[config.mk]
export PLATFORM = sky130hd
export DESIGN_NAME = hpp_top
export DESIGN_NICKNAME = d
export VERILOG_FILES = /design/src/hw/hpp_pkg.sv /design/src/hw/hpp_oc_if.sv /design/src/hw/hpp_oc_filter.sv /design/src/hw/hpp_top.sv
export SDC_FILE = /design/constraint.sdc
export NUM_CORES = 1
export LEC_CHECK = 0
export ABC_AREA = 1
export BUFFER_PORTS_ARGS = -buffer_cell sky130_fd_sc_hd__buf_4
export CAP_MARGIN = 20
export CORE_ASPECT_RATIO = 1.1
export CORE_MARGIN = 2
export CORE_UTILIZATION = 54
export CTS_CLUSTER_DIAMETER = 80
export DETAILED_ROUTE_END_ITERATION = 16
export PLACE_DENSITY = 0.86
export SLEW_MARGIN = 15
export SYNTH_ARGS = -nofsm -noshare
export SYNTH_HDL_FRONTEND = slang
export SYNTH_SLANG_ARGS = --single-unit
[constraint.sdc]
create_clock -name REF_CLK_IN -period 1.3 [get_ports REF_CLK_IN]
set_input_delay 0.13 -clock REF_CLK_IN [delete_from_list [all_inputs] [get_ports REF_CLK_IN]]
set_output_delay 0.13 -clock REF_CLK_IN [all_outputs]
set_load 0.05 [all_outputs]
[src/hw/hpp_pkg.sv]
package hpp_pkg;
    // number of downstream ports
    localparam int NUM_PORTS = 4;
    // core clock period in nanoseconds
    localparam int CLK_PERIOD_NS = 40;
    // overcurrent filter: stable low time in nanoseconds
    localparam int OC_FILTER_NS = 320;
    // filter length in cycles, rounded up, at least one
    localparam int OC_FILTER_CYC = (OC_FILTER_NS + CLK_PERIOD_NS - 1) / CLK_PERIOD_NS;
    // width of the filter counter
    localparam int OC_CNT_W = 4;
    // serial memory clock divider half period in core cycles
    localparam int MEM_CLK_HALF_CYC = 8;
    // width of the memory clock divider counter
    localparam int MEM_DIV_W = 4;
    // reset level of the power enables: off (high)
    localparam logic [3:0] PWR_EN_N_RST = 4'hF;
    // reset level of the suspend status output
    localparam logic SUSPEND_RST = 1'b0;
    // mode of the power switching
    typedef enum logic {HPP_PER_PORT, HPP_GANGED} hpp_mode_e;
endpackage : hpp_pkg

[src/hw/hpp_oc_if.sv]
`timescale 1ns/1ps
// carries synchronised overcurrent levels to the filter and filtered flags back
interface hpp_oc_if;
    import hpp_pkg::*;
    logic [NUM_PORTS-1:0] oc_sync_n; // synchronised active-low inputs
    logic [NUM_PORTS-1:0] oc_flag; // filtered overcurrent, active high
    modport top (output oc_sync_n, input oc_flag);
    modport filt (input oc_sync_n, output oc_flag);
endinterface : hpp_oc_if

[src/hw/hpp_oc_filter.sv]
`timescale 1ns/1ps
// per-port noise filter on the active-low overcurrent inputs
module hpp_oc_filter
    import hpp_pkg::*;
(
    input wire logic clk_in,
    input wire logic rst_n_in,
    hpp_oc_if.filt oc
);
    ////////////////////////////////////////////////////////////////////////////////
    // per-port counters of consecutive low samples
    logic [OC_CNT_W-1:0] cnt_q [NUM_PORTS];
    logic [OC_CNT_W-1:0] cnt_d [NUM_PORTS];
    logic [NUM_PORTS-1:0] flag_q;
    logic [NUM_PORTS-1:0] flag_d;

    // count stable low, clear on any high sample so spikes are dropped
    always_comb begin
        for (int i = 0; i < NUM_PORTS; i++) begin
            cnt_d[i] = cnt_q[i];
            flag_d[i] = flag_q[i];
            if (oc.oc_sync_n[i]) begin // line high: no overcurrent
                cnt_d[i] = '0;
                flag_d[i] = 1'b0;
            end else if (cnt_q[i] < OC_CNT_W'(OC_FILTER_CYC)) begin
                cnt_d[i] = cnt_q[i] + OC_CNT_W'(1); // [RULE8] [RULE20]
            end else begin
                flag_d[i] = 1'b1; // [RULE20]
            end
        end
    end

    // register the filter state
    always_ff @(posedge clk_in) begin
        if (!rst_n_in) begin // [RULE10]
            for (int i = 0; i < NUM_PORTS; i++) begin
                cnt_q[i] <= '0;
            end
            flag_q <= '0;
        end else begin
            cnt_q <= cnt_d;
            flag_q <= flag_d;
        end
    end

    assign oc.oc_flag = flag_q;
endmodule : hpp_oc_filter

[src/hw/hpp_top.sv]
// Summary of operation
// RULE1 - memory enable high disables memory interface
// RULE2 - enable low: tri-state memory clock output (code drives it when enable is low, tri-states it when high)
// RULE3 - enable high: data pin is ganged strap
// RULE4 - enable low: data pin is bidirectional data
// RULE5 - board keeps ganged strap static
// RULE6 - per-port: one overcurrent input per port
// RULE7 - ganged: board ties overcurrent inputs together
// RULE8 - overcurrent inputs are noise filtered
// RULE9 - power enables push-pull, low means on
// RULE10 - reset initialises all logic
// RULE11 - system asserts reset at power-up
// RULE12 - clock runs during last reset part
// RULE13 - suspend output high in suspend
// RULE14 - board straps clock source select
// RULE15 - direct clock pin low for crystal
// RULE16 - crystal mode uses clock multiplier
// RULE17 - select high bypasses and powers down multiplier
// RULE18 - ganged: all ports off on overcurrent
// RULE19 - per-port: overcurrent turns off own port
// RULE20 - filter needs fixed stable-low cycle count
`timescale 1ns/1ps
module hpp_top
    import hpp_pkg::*;
(
    input wire logic REF_CLK_IN,
    input wire logic RSTN_IN,
    input wire logic SERIAL_MEM_ENABLE_N_IN,
    input wire logic CLOCK_SOURCE_SELECT_IN,
    input wire logic [NUM_PORTS-1:0] PORT_OVERCURRENT_N_IN,
    input wire logic [NUM_PORTS-1:0] PORT_POWER_REQ_IN,
    input wire logic HUB_SUSPEND_IN,
    input wire logic MEM_XFER_EN_IN,
    input wire logic MEM_DATA_DRIVE_IN,
    input wire logic MEM_DATA_OE_IN,
    input wire logic MEM_DATA_OR_POWER_MODE_IN,
    output logic MEM_DATA_OR_POWER_MODE_OUT,
    output logic MEM_DATA_OR_POWER_MODE_OE_OUT,
    output logic MEM_SERIAL_CLK_OUT,
    output logic MEM_SERIAL_CLK_OE_OUT,
    output logic MEM_DATA_RX_OUT,
    output logic [NUM_PORTS-1:0] PORT_POWER_ENABLE_N_OUT,
    output logic [NUM_PORTS-1:0] PORT_OVERCURRENT_OUT,
    output logic SUSPEND_STATUS_OUT,
    output logic GANGED_MODE_OUT,
    output logic USE_DIRECT_CLOCK_OUT,
    output logic MULT_POWER_DOWN_OUT
);
    ////////////////////////////////////////////////////////////////////////////////
    // input synchronisers: two flops per pin
    logic [NUM_PORTS-1:0] oc_s1_q, oc_s2_q; // overcurrent lines
    logic [2:0] pin_s1_q, pin_s2_q; // mem enable, clock select, data/mode pin
    logic sync_ok;

    hpp_oc_if oc_bus();

    // first stage feeds only the second stage
    always_ff @(posedge REF_CLK_IN) begin
        if (!RSTN_IN) begin // [RULE10]
            oc_s1_q <= '1;
            oc_s2_q <= '1;
            pin_s1_q <= 3'h1;
            pin_s2_q <= 3'h1;
        end else begin
            oc_s1_q <= PORT_OVERCURRENT_N_IN;
            oc_s2_q <= oc_s1_q;
            pin_s1_q <= {MEM_DATA_OR_POWER_MODE_IN, CLOCK_SOURCE_SELECT_IN,
                         SERIAL_MEM_ENABLE_N_IN};
            pin_s2_q <= pin_s1_q;
        end
    end

    assign oc_bus.oc_sync_n = oc_s2_q; // [RULE6]

    // noise filter on each overcurrent line
    hpp_oc_filter u_filter (
        .clk_in(REF_CLK_IN),
        .rst_n_in(RSTN_IN),
        .oc(oc_bus)
    );

    ////////////////////////////////////////////////////////////////////////////////
    // strap capture: straps are latched once after reset release
    logic mem_en_n_q, mem_en_n_d; // serial memory disabled when high
    logic clk_sel_q, clk_sel_d; // direct fast clock selected when high
    hpp_mode_e mode_q, mode_d; // ganged or per-port
    logic captured_q, captured_d; // straps taken
    logic [1:0] settle_q, settle_d; // waits for synchronisers to fill

    assign sync_ok = (settle_q == 2'h3);

    // take straps once synchronisers hold real pin levels
    always_comb begin
        mem_en_n_d = mem_en_n_q;
        clk_sel_d = clk_sel_q;
        mode_d = mode_q;
        captured_d = captured_q;
        settle_d = settle_q;
        if (!sync_ok) begin
            settle_d = settle_q + 2'h1;
        end else if (!captured_q) begin // board holds straps static [RULE5]
            captured_d = 1'b1;
            mem_en_n_d = pin_s2_q[0];
            clk_sel_d = pin_s2_q[1]; // [RULE14]
            if (pin_s2_q[0]) begin // shared pin is the mode strap [RULE3]
                mode_d = pin_s2_q[2] ? HPP_GANGED : HPP_PER_PORT;
            end else begin // shared pin carries memory data, per-port [RULE4]
                mode_d = HPP_PER_PORT;
            end
        end
    end

    // register strap state
    always_ff @(posedge REF_CLK_IN) begin
        if (!RSTN_IN) begin // [RULE10]
            mem_en_n_q <= 1'b1;
            clk_sel_q <= 1'b0;
            mode_q <= HPP_PER_PORT;
            captured_q <= 1'b0;
            settle_q <= 2'h0;
        end else begin
            mem_en_n_q <= mem_en_n_d;
            clk_sel_q <= clk_sel_d;
            mode_q <= mode_d;
            captured_q <= captured_d;
            settle_q <= settle_d;
        end
    end

    ////////////////////////////////////////////////////////////////////////////////
    // power enables, overcurrent status, suspend and clock select outputs
    logic [NUM_PORTS-1:0] pwr_n_q, pwr_n_d;
    logic [NUM_PORTS-1:0] oc_out_q, oc_out_d;
    logic susp_q, susp_d;
    logic gang_q, gang_d;
    logic dclk_q, dclk_d;
    logic pdn_q, pdn_d;

    // gate power requests with filtered overcurrent
    always_comb begin
        oc_out_d = oc_bus.oc_flag;
        pwr_n_d = ~PORT_POWER_REQ_IN; // low means on [RULE9]
        if (!captured_q) begin // hold off until straps known
            pwr_n_d = PWR_EN_N_RST;
            oc_out_d = '0;
        end else if (mode_q == HPP_GANGED) begin
            // one shared line; any input serves [RULE7]
            oc_out_d = {NUM_PORTS{|oc_bus.oc_flag}};
            pwr_n_d = {NUM_PORTS{~PORT_POWER_REQ_IN[0] | (|oc_bus.oc_flag)}}; // [RULE18]
        end else begin
            pwr_n_d = ~PORT_POWER_REQ_IN | oc_bus.oc_flag; // [RULE19] [RULE6]
        end
        susp_d = HUB_SUSPEND_IN; // [RULE13]
        gang_d = (mode_q == HPP_GANGED);
        dclk_d = clk_sel_q; // core from direct input when high [RULE17]
        pdn_d = clk_sel_q; // multiplier and oscillator off [RULE17] [RULE16]
    end

    // register output state
    always_ff @(posedge REF_CLK_IN) begin
        if (!RSTN_IN) begin // [RULE10]
            pwr_n_q <= PWR_EN_N_RST;
            oc_out_q <= '0;
            susp_q <= SUSPEND_RST;
            gang_q <= 1'b0;
            dclk_q <= 1'b0;
            pdn_q <= 1'b0;
        end else begin
            pwr_n_q <= pwr_n_d;
            oc_out_q <= oc_out_d;
            susp_q <= susp_d;
            gang_q <= gang_d;
            dclk_q <= dclk_d;
            pdn_q <= pdn_d;
        end
    end

    ////////////////////////////////////////////////////////////////////////////////
    // serial memory pins: clock divider and tri-state control
    logic [MEM_DIV_W-1:0] div_q, div_d;
    logic mclk_q, mclk_d;
    logic mclk_oe_q, mclk_oe_d;
    logic mdat_q, mdat_d;
    logic mdat_oe_q, mdat_oe_d;
    logic mrx_q, mrx_d;
    logic mem_on;

    assign mem_on = captured_q && !mem_en_n_q;

    // divide core clock for the memory, release pins when disabled
    always_comb begin
        div_d = div_q;
        mclk_d = 1'b0;
        mclk_oe_d = 1'b0; // pin undriven [RULE1]
        mdat_d = 1'b0;
        mdat_oe_d = 1'b0; // shared pin is input only [RULE3]
        mrx_d = 1'b0;
        if (mem_on) begin
            mclk_oe_d = 1'b1; // [RULE2]
            mclk_d = mclk_q;
            if (MEM_XFER_EN_IN) begin
                if (div_q == MEM_DIV_W'(MEM_CLK_HALF_CYC - 1)) begin
                    div_d = '0;
                    mclk_d = ~mclk_q; // [RULE2]
                end else begin
                    div_d = div_q + MEM_DIV_W'(1);
                end
            end else begin
                div_d = '0;
                mclk_d = 1'b0;
            end
            mdat_oe_d = MEM_DATA_OE_IN; // [RULE4]
            mdat_d = MEM_DATA_DRIVE_IN;
            mrx_d = pin_s2_q[2]; // [RULE4]
        end else begin
            div_d = '0;
        end
    end

    // register memory pin state
    always_ff @(posedge REF_CLK_IN) begin
        if (!RSTN_IN) begin // [RULE10]
            div_q <= '0;
            mclk_q <= 1'b0;
            mclk_oe_q <= 1'b0;
            mdat_q <= 1'b0;
            mdat_oe_q <= 1'b0;
            mrx_q <= 1'b0;
        end else begin
            div_q <= div_d;
            mclk_q <= mclk_d;
            mclk_oe_q <= mclk_oe_d;
            mdat_q <= mdat_d;
            mdat_oe_q <= mdat_oe_d;
            mrx_q <= mrx_d;
        end
    end

    ////////////////////////////////////////////////////////////////////////////////
    // output assignments, all from flops
    assign PORT_POWER_ENABLE_N_OUT = pwr_n_q;
    assign PORT_OVERCURRENT_OUT = oc_out_q;
    assign SUSPEND_STATUS_OUT = susp_q;
    assign GANGED_MODE_OUT = gang_q;
    assign USE_DIRECT_CLOCK_OUT = dclk_q;
    assign MULT_POWER_DOWN_OUT = pdn_q;
    assign MEM_SERIAL_CLK_OUT = mclk_q;
    assign MEM_SERIAL_CLK_OE_OUT = mclk_oe_q;
    assign MEM_DATA_OR_POWER_MODE_OUT = mdat_q;
    assign MEM_DATA_OR_POWER_MODE_OE_OUT = mdat_oe_q;
    assign MEM_DATA_RX_OUT = mrx_q;
endmodule : hpp_top

==> summary.txt <==
Route
  – Drt wl/cell: 9.95 um
  – Via density: 4.63
  – Starting DRC count in detailed routing: 65
  – Routed vias: 1552
  – Post-route DRC: 0
  – Routed WL: 3.33 mm
  – Post-DRT Antenna Nets: 0
  – TritonRoute pass-1 iters: 4

Clock tree
  – Inserted Clock Buffers: 9
  – CTS tree: done
  – H-tree levels: 3
  – Max Buffers Root-to-Sink: 2
  – Worst-Skew Late Latency: 320 ps
  – Post-cts resize count: 0
  – Clock transition at the registers of the reported paths: 60 ps
  – Clock Tree Root: clkbuf_8
  – CTS sink count: 60

Timing
  – TNS Setup: 0 ps
  – Max Fclk: 0.889 GHz
  – Final Max Tran Viols: 0
  – Slew headroom: 0.842
  – Fin crit share: 0.865
  – Skew final: 4.17 ps
  – Final min period: 1130 ps
  – RSZ-0062 raised after global routing: false
  – Endpoints failing setup: 0
  – Worst-Margin Slew: 235 ps
  – Final hold vios: 0

Job
  – Max-cap viol count: 0

Logic synthesis
  – Area share of fa/ha/maj cells after synthesis: 0.0368
  – Synthesized net count: 253
  – Post-synthesis xor/xnor area fraction: 0.0214
  – Mux cell area share after synthesis: 0
  – Area leader, netlist: dfxtp_1
  – Cell area after synthesis: 0.00204 mm^2
  – Main area contributors after synthesis: dfxtp_1 59%, nand2_1 7.2%, a21oi_1 5.9%, inv_1 5.9%, nor2_1 5.0%
  – Largest family of logic cells by synthesized area: simple AND/OR/NAND/NOR gates
  – Seq/Total Area, Yosys: 0.588
  – Compound-Gate Fraction of Synth Area: 0.0766
  – Cell variety after synth: 21
  – Synth Register Bits: 60
  – Cells after Synth: 230
  – Synth Area in Simple Gates: 0.203
  – Synth Warn #: 0
  – Area share of the largest cell type after synthesis: 0.588
  – Avg Inst Size Synth: 8.88 um^2

Global routing
  – Largest net degree at the start of global routing: 16
  – GRT overflow: 0
  – Vias in the first global route: 1347
  – Total track usage: 0.171
  – Global-route wire length before repair: 5.44 mm
  – Initial antenna violation count: 0

Placed design
  – I/O Buffers: 33
  – Dpl hpwl: 2.18 mm
  – GPL Wtd Cong: 0.856

Floorplanning
  – Die ar.: 0.00429 mm^2
  – Top-level port count: 34
  – CORE AREA: 0.00363 mm^2
  – Rows: 23
  – Height of the die: 68.5 um
  – Die width: 62.6 um
  – Starting Density: 0.563

Setup path
  – Crit path to: gang_d$_SDFFE_PN0P_
  – CP startpoint: settle_q[0]$_SDFFE_PN0P_
  – Worst reg2reg startpoint: settle_q[0]$_SDFFE_PN0P_
  – Reg2reg end: gang_d$_SDFFE_PN0P_
  – Crit Path Class: register to register
  – Arr. time, crit path: 1380 ps
  – R2r setup slk: 170 ps
  – Required @ worst endpoint: 1560 ps
  – Reg2Reg Depth: 5
  – CP startpoint kind: register
  – Crit Path Max Fanout: 5
  – Worst Setup End Kind: register

Final layout
  – Diode count: 0
  – Finished Core Util: 0.711
  – Share of layout cells above drive strength 1: 0.175
  – Most frequent cells in the layout: 60 x dfxtp_1, 39 x nand2_1, 33 x buf_4, 32 x inv_1, 27 x nor2_1
  – FILL cells: 292
  – Area grow syn2layout: 26.3%
  – Final-stage net count: 303
  – Most common cell after layout, fill and taps aside: dfxtp_1

Outcome
  – Status: finished, final reports clean

Pwr
  – PD cells: 1360 mW/mm^2
  – Leakage: 1.15 nW
  – Worst IR Drop VDD: 1.23 mV

Hold path
  – Min-Delay Startpoint: MEM_DATA_OE_IN
  – Hold Path Class: primary input to register
==> synthesized netlist by cell type, drive strengths merged <==
cell and n:
buf 3, nand2 40, a21oi 24, inv 33, xor2 4, nor2 28, o21ai 3, ha 6
dfxtp 60, o211ai 2, o22ai 1, or2 10, xnor2 1, nand4 2, nand3 13
==> sequential cells by signal, indices dropped and copies added, names as in the netlist <==
| name | count |
|---|---|
| pin_s2_q | 3 |
| oc_bus.oc_sync_n | 4 |
| settle_q | 2 |
| SUSPEND_STATUS_OUT | 1 |
| u_filter.oc.oc_flag | 4 |
| PORT_OVERCURRENT_OUT | 4 |
| mem_en_n_q | 1 |
| pin_s1_q | 3 |
| div_q | 4 |
| MEM_DATA_OR_POWER_MODE_OE_OUT | 1 |
| gang_d | 1 |
| MEM_DATA_RX_OUT | 1 |
| MULT_POWER_DOWN_OUT | 1 |
| MEM_DATA_OR_POWER_MODE_OUT | 1 |
| GANGED_MODE_OUT | 1 |
| MEM_SERIAL_CLK_OE_OUT | 1 |
| captured_q | 1 |
| MEM_SERIAL_CLK_OUT | 1 |
| clk_sel_q | 1 |
| u_filter.cnt_q | 16 |
| PORT_POWER_ENABLE_N_OUT | 4 |
| oc_s1_q | 4 |
==> metrics by stage <==
step | cell area, um^2 | std cells | total power [mW] | setup slack, ps | hold slack, ps
after floorplan | 2040 | 230 | 2.08 | 276 | 214
after global placement | 2330 | 310 | 2.15 | 271 | 310
after detailed placement | 2330 | 310 | 2.15 | 199 | 315
after CTS | 2580 | 335 | 3.54 | 179 | 9.75
after global routing | 2580 | 335 | 3.67 | 67.3 | 14.2
final | 2580 | 335 | 3.52 | 175 | 18.0
==> what timing repair did <==
action	4_1_cts	5_1_grt
hold endpoints to repair	9	0
buffers inserted	0	0
hold buffers	9	0
==> layer usage <==
layer  GRT usage  wire length [um]  vias to the layer above
li1            -                 -                      821
met1       0.182              1470                      686
met2       0.292              1630                       38
met3      0.0698               152                        7
met4       0.100                75                        0
met5           0                 0                        -
==> final cells by class <==
class	count	area [um^2]	share of cell area
Sequential cell	60	1200	0.466
Multi-Input combinational cell	134	691	0.268
Timing Repair Buffer	42	338	0.131
Clock buffer	14	153	0.0592
Inverter	33	124	0.0480
Tap cell	50	62.6	0.0243
Clock inverter	2	10.0	0.00388
==> cells by family (layout without fill, tap and decap cells) <==
group	Yosys count	after routing
buffers and inverters	36	91
AND/OR/NAND/NOR	93	93
XOR/XNOR	5	5
adder cells (fa/ha/maj)	6	6
AO/OA/AOI/OAI	30	30
flip-flops	60	60
==> worst min-delay path by stage <==
stage                                                           to  slack (ps)  depth (start not counted)
after floorplan              PORT_POWER_ENABLE_N_OUT[0]$_SDFF_PN1_         210                          1
after global placement               SUSPEND_STATUS_OUT$_SDFF_PN0_         310                          3
after detailed placement                    pin_s1_q[0]$_SDFF_PN1_         310                          2
after CTS                 MEM_DATA_OR_POWER_MODE_OE_OUT$_SDFF_PN0_          10                          3
after global routing      MEM_DATA_OR_POWER_MODE_OE_OUT$_SDFF_PN0_          10                          3
final                     MEM_DATA_OR_POWER_MODE_OE_OUT$_SDFF_PN0_          20                          3
==> report_power, final <==
group,switching (mW),internal (mW)
Combinational,0.113,0.0992
Sequential,0.0275,1.89
Clock,0.642,0.740
==> worst max-delay path: stages (launching register included) <==
cell	delay [ps]
dfxtp_1	350
ha_1	190
inv_1	90
nor2_1	210
nand2_1	110
o22ai_1	110
Note: power is estimated with default switching activity, not from simulation.
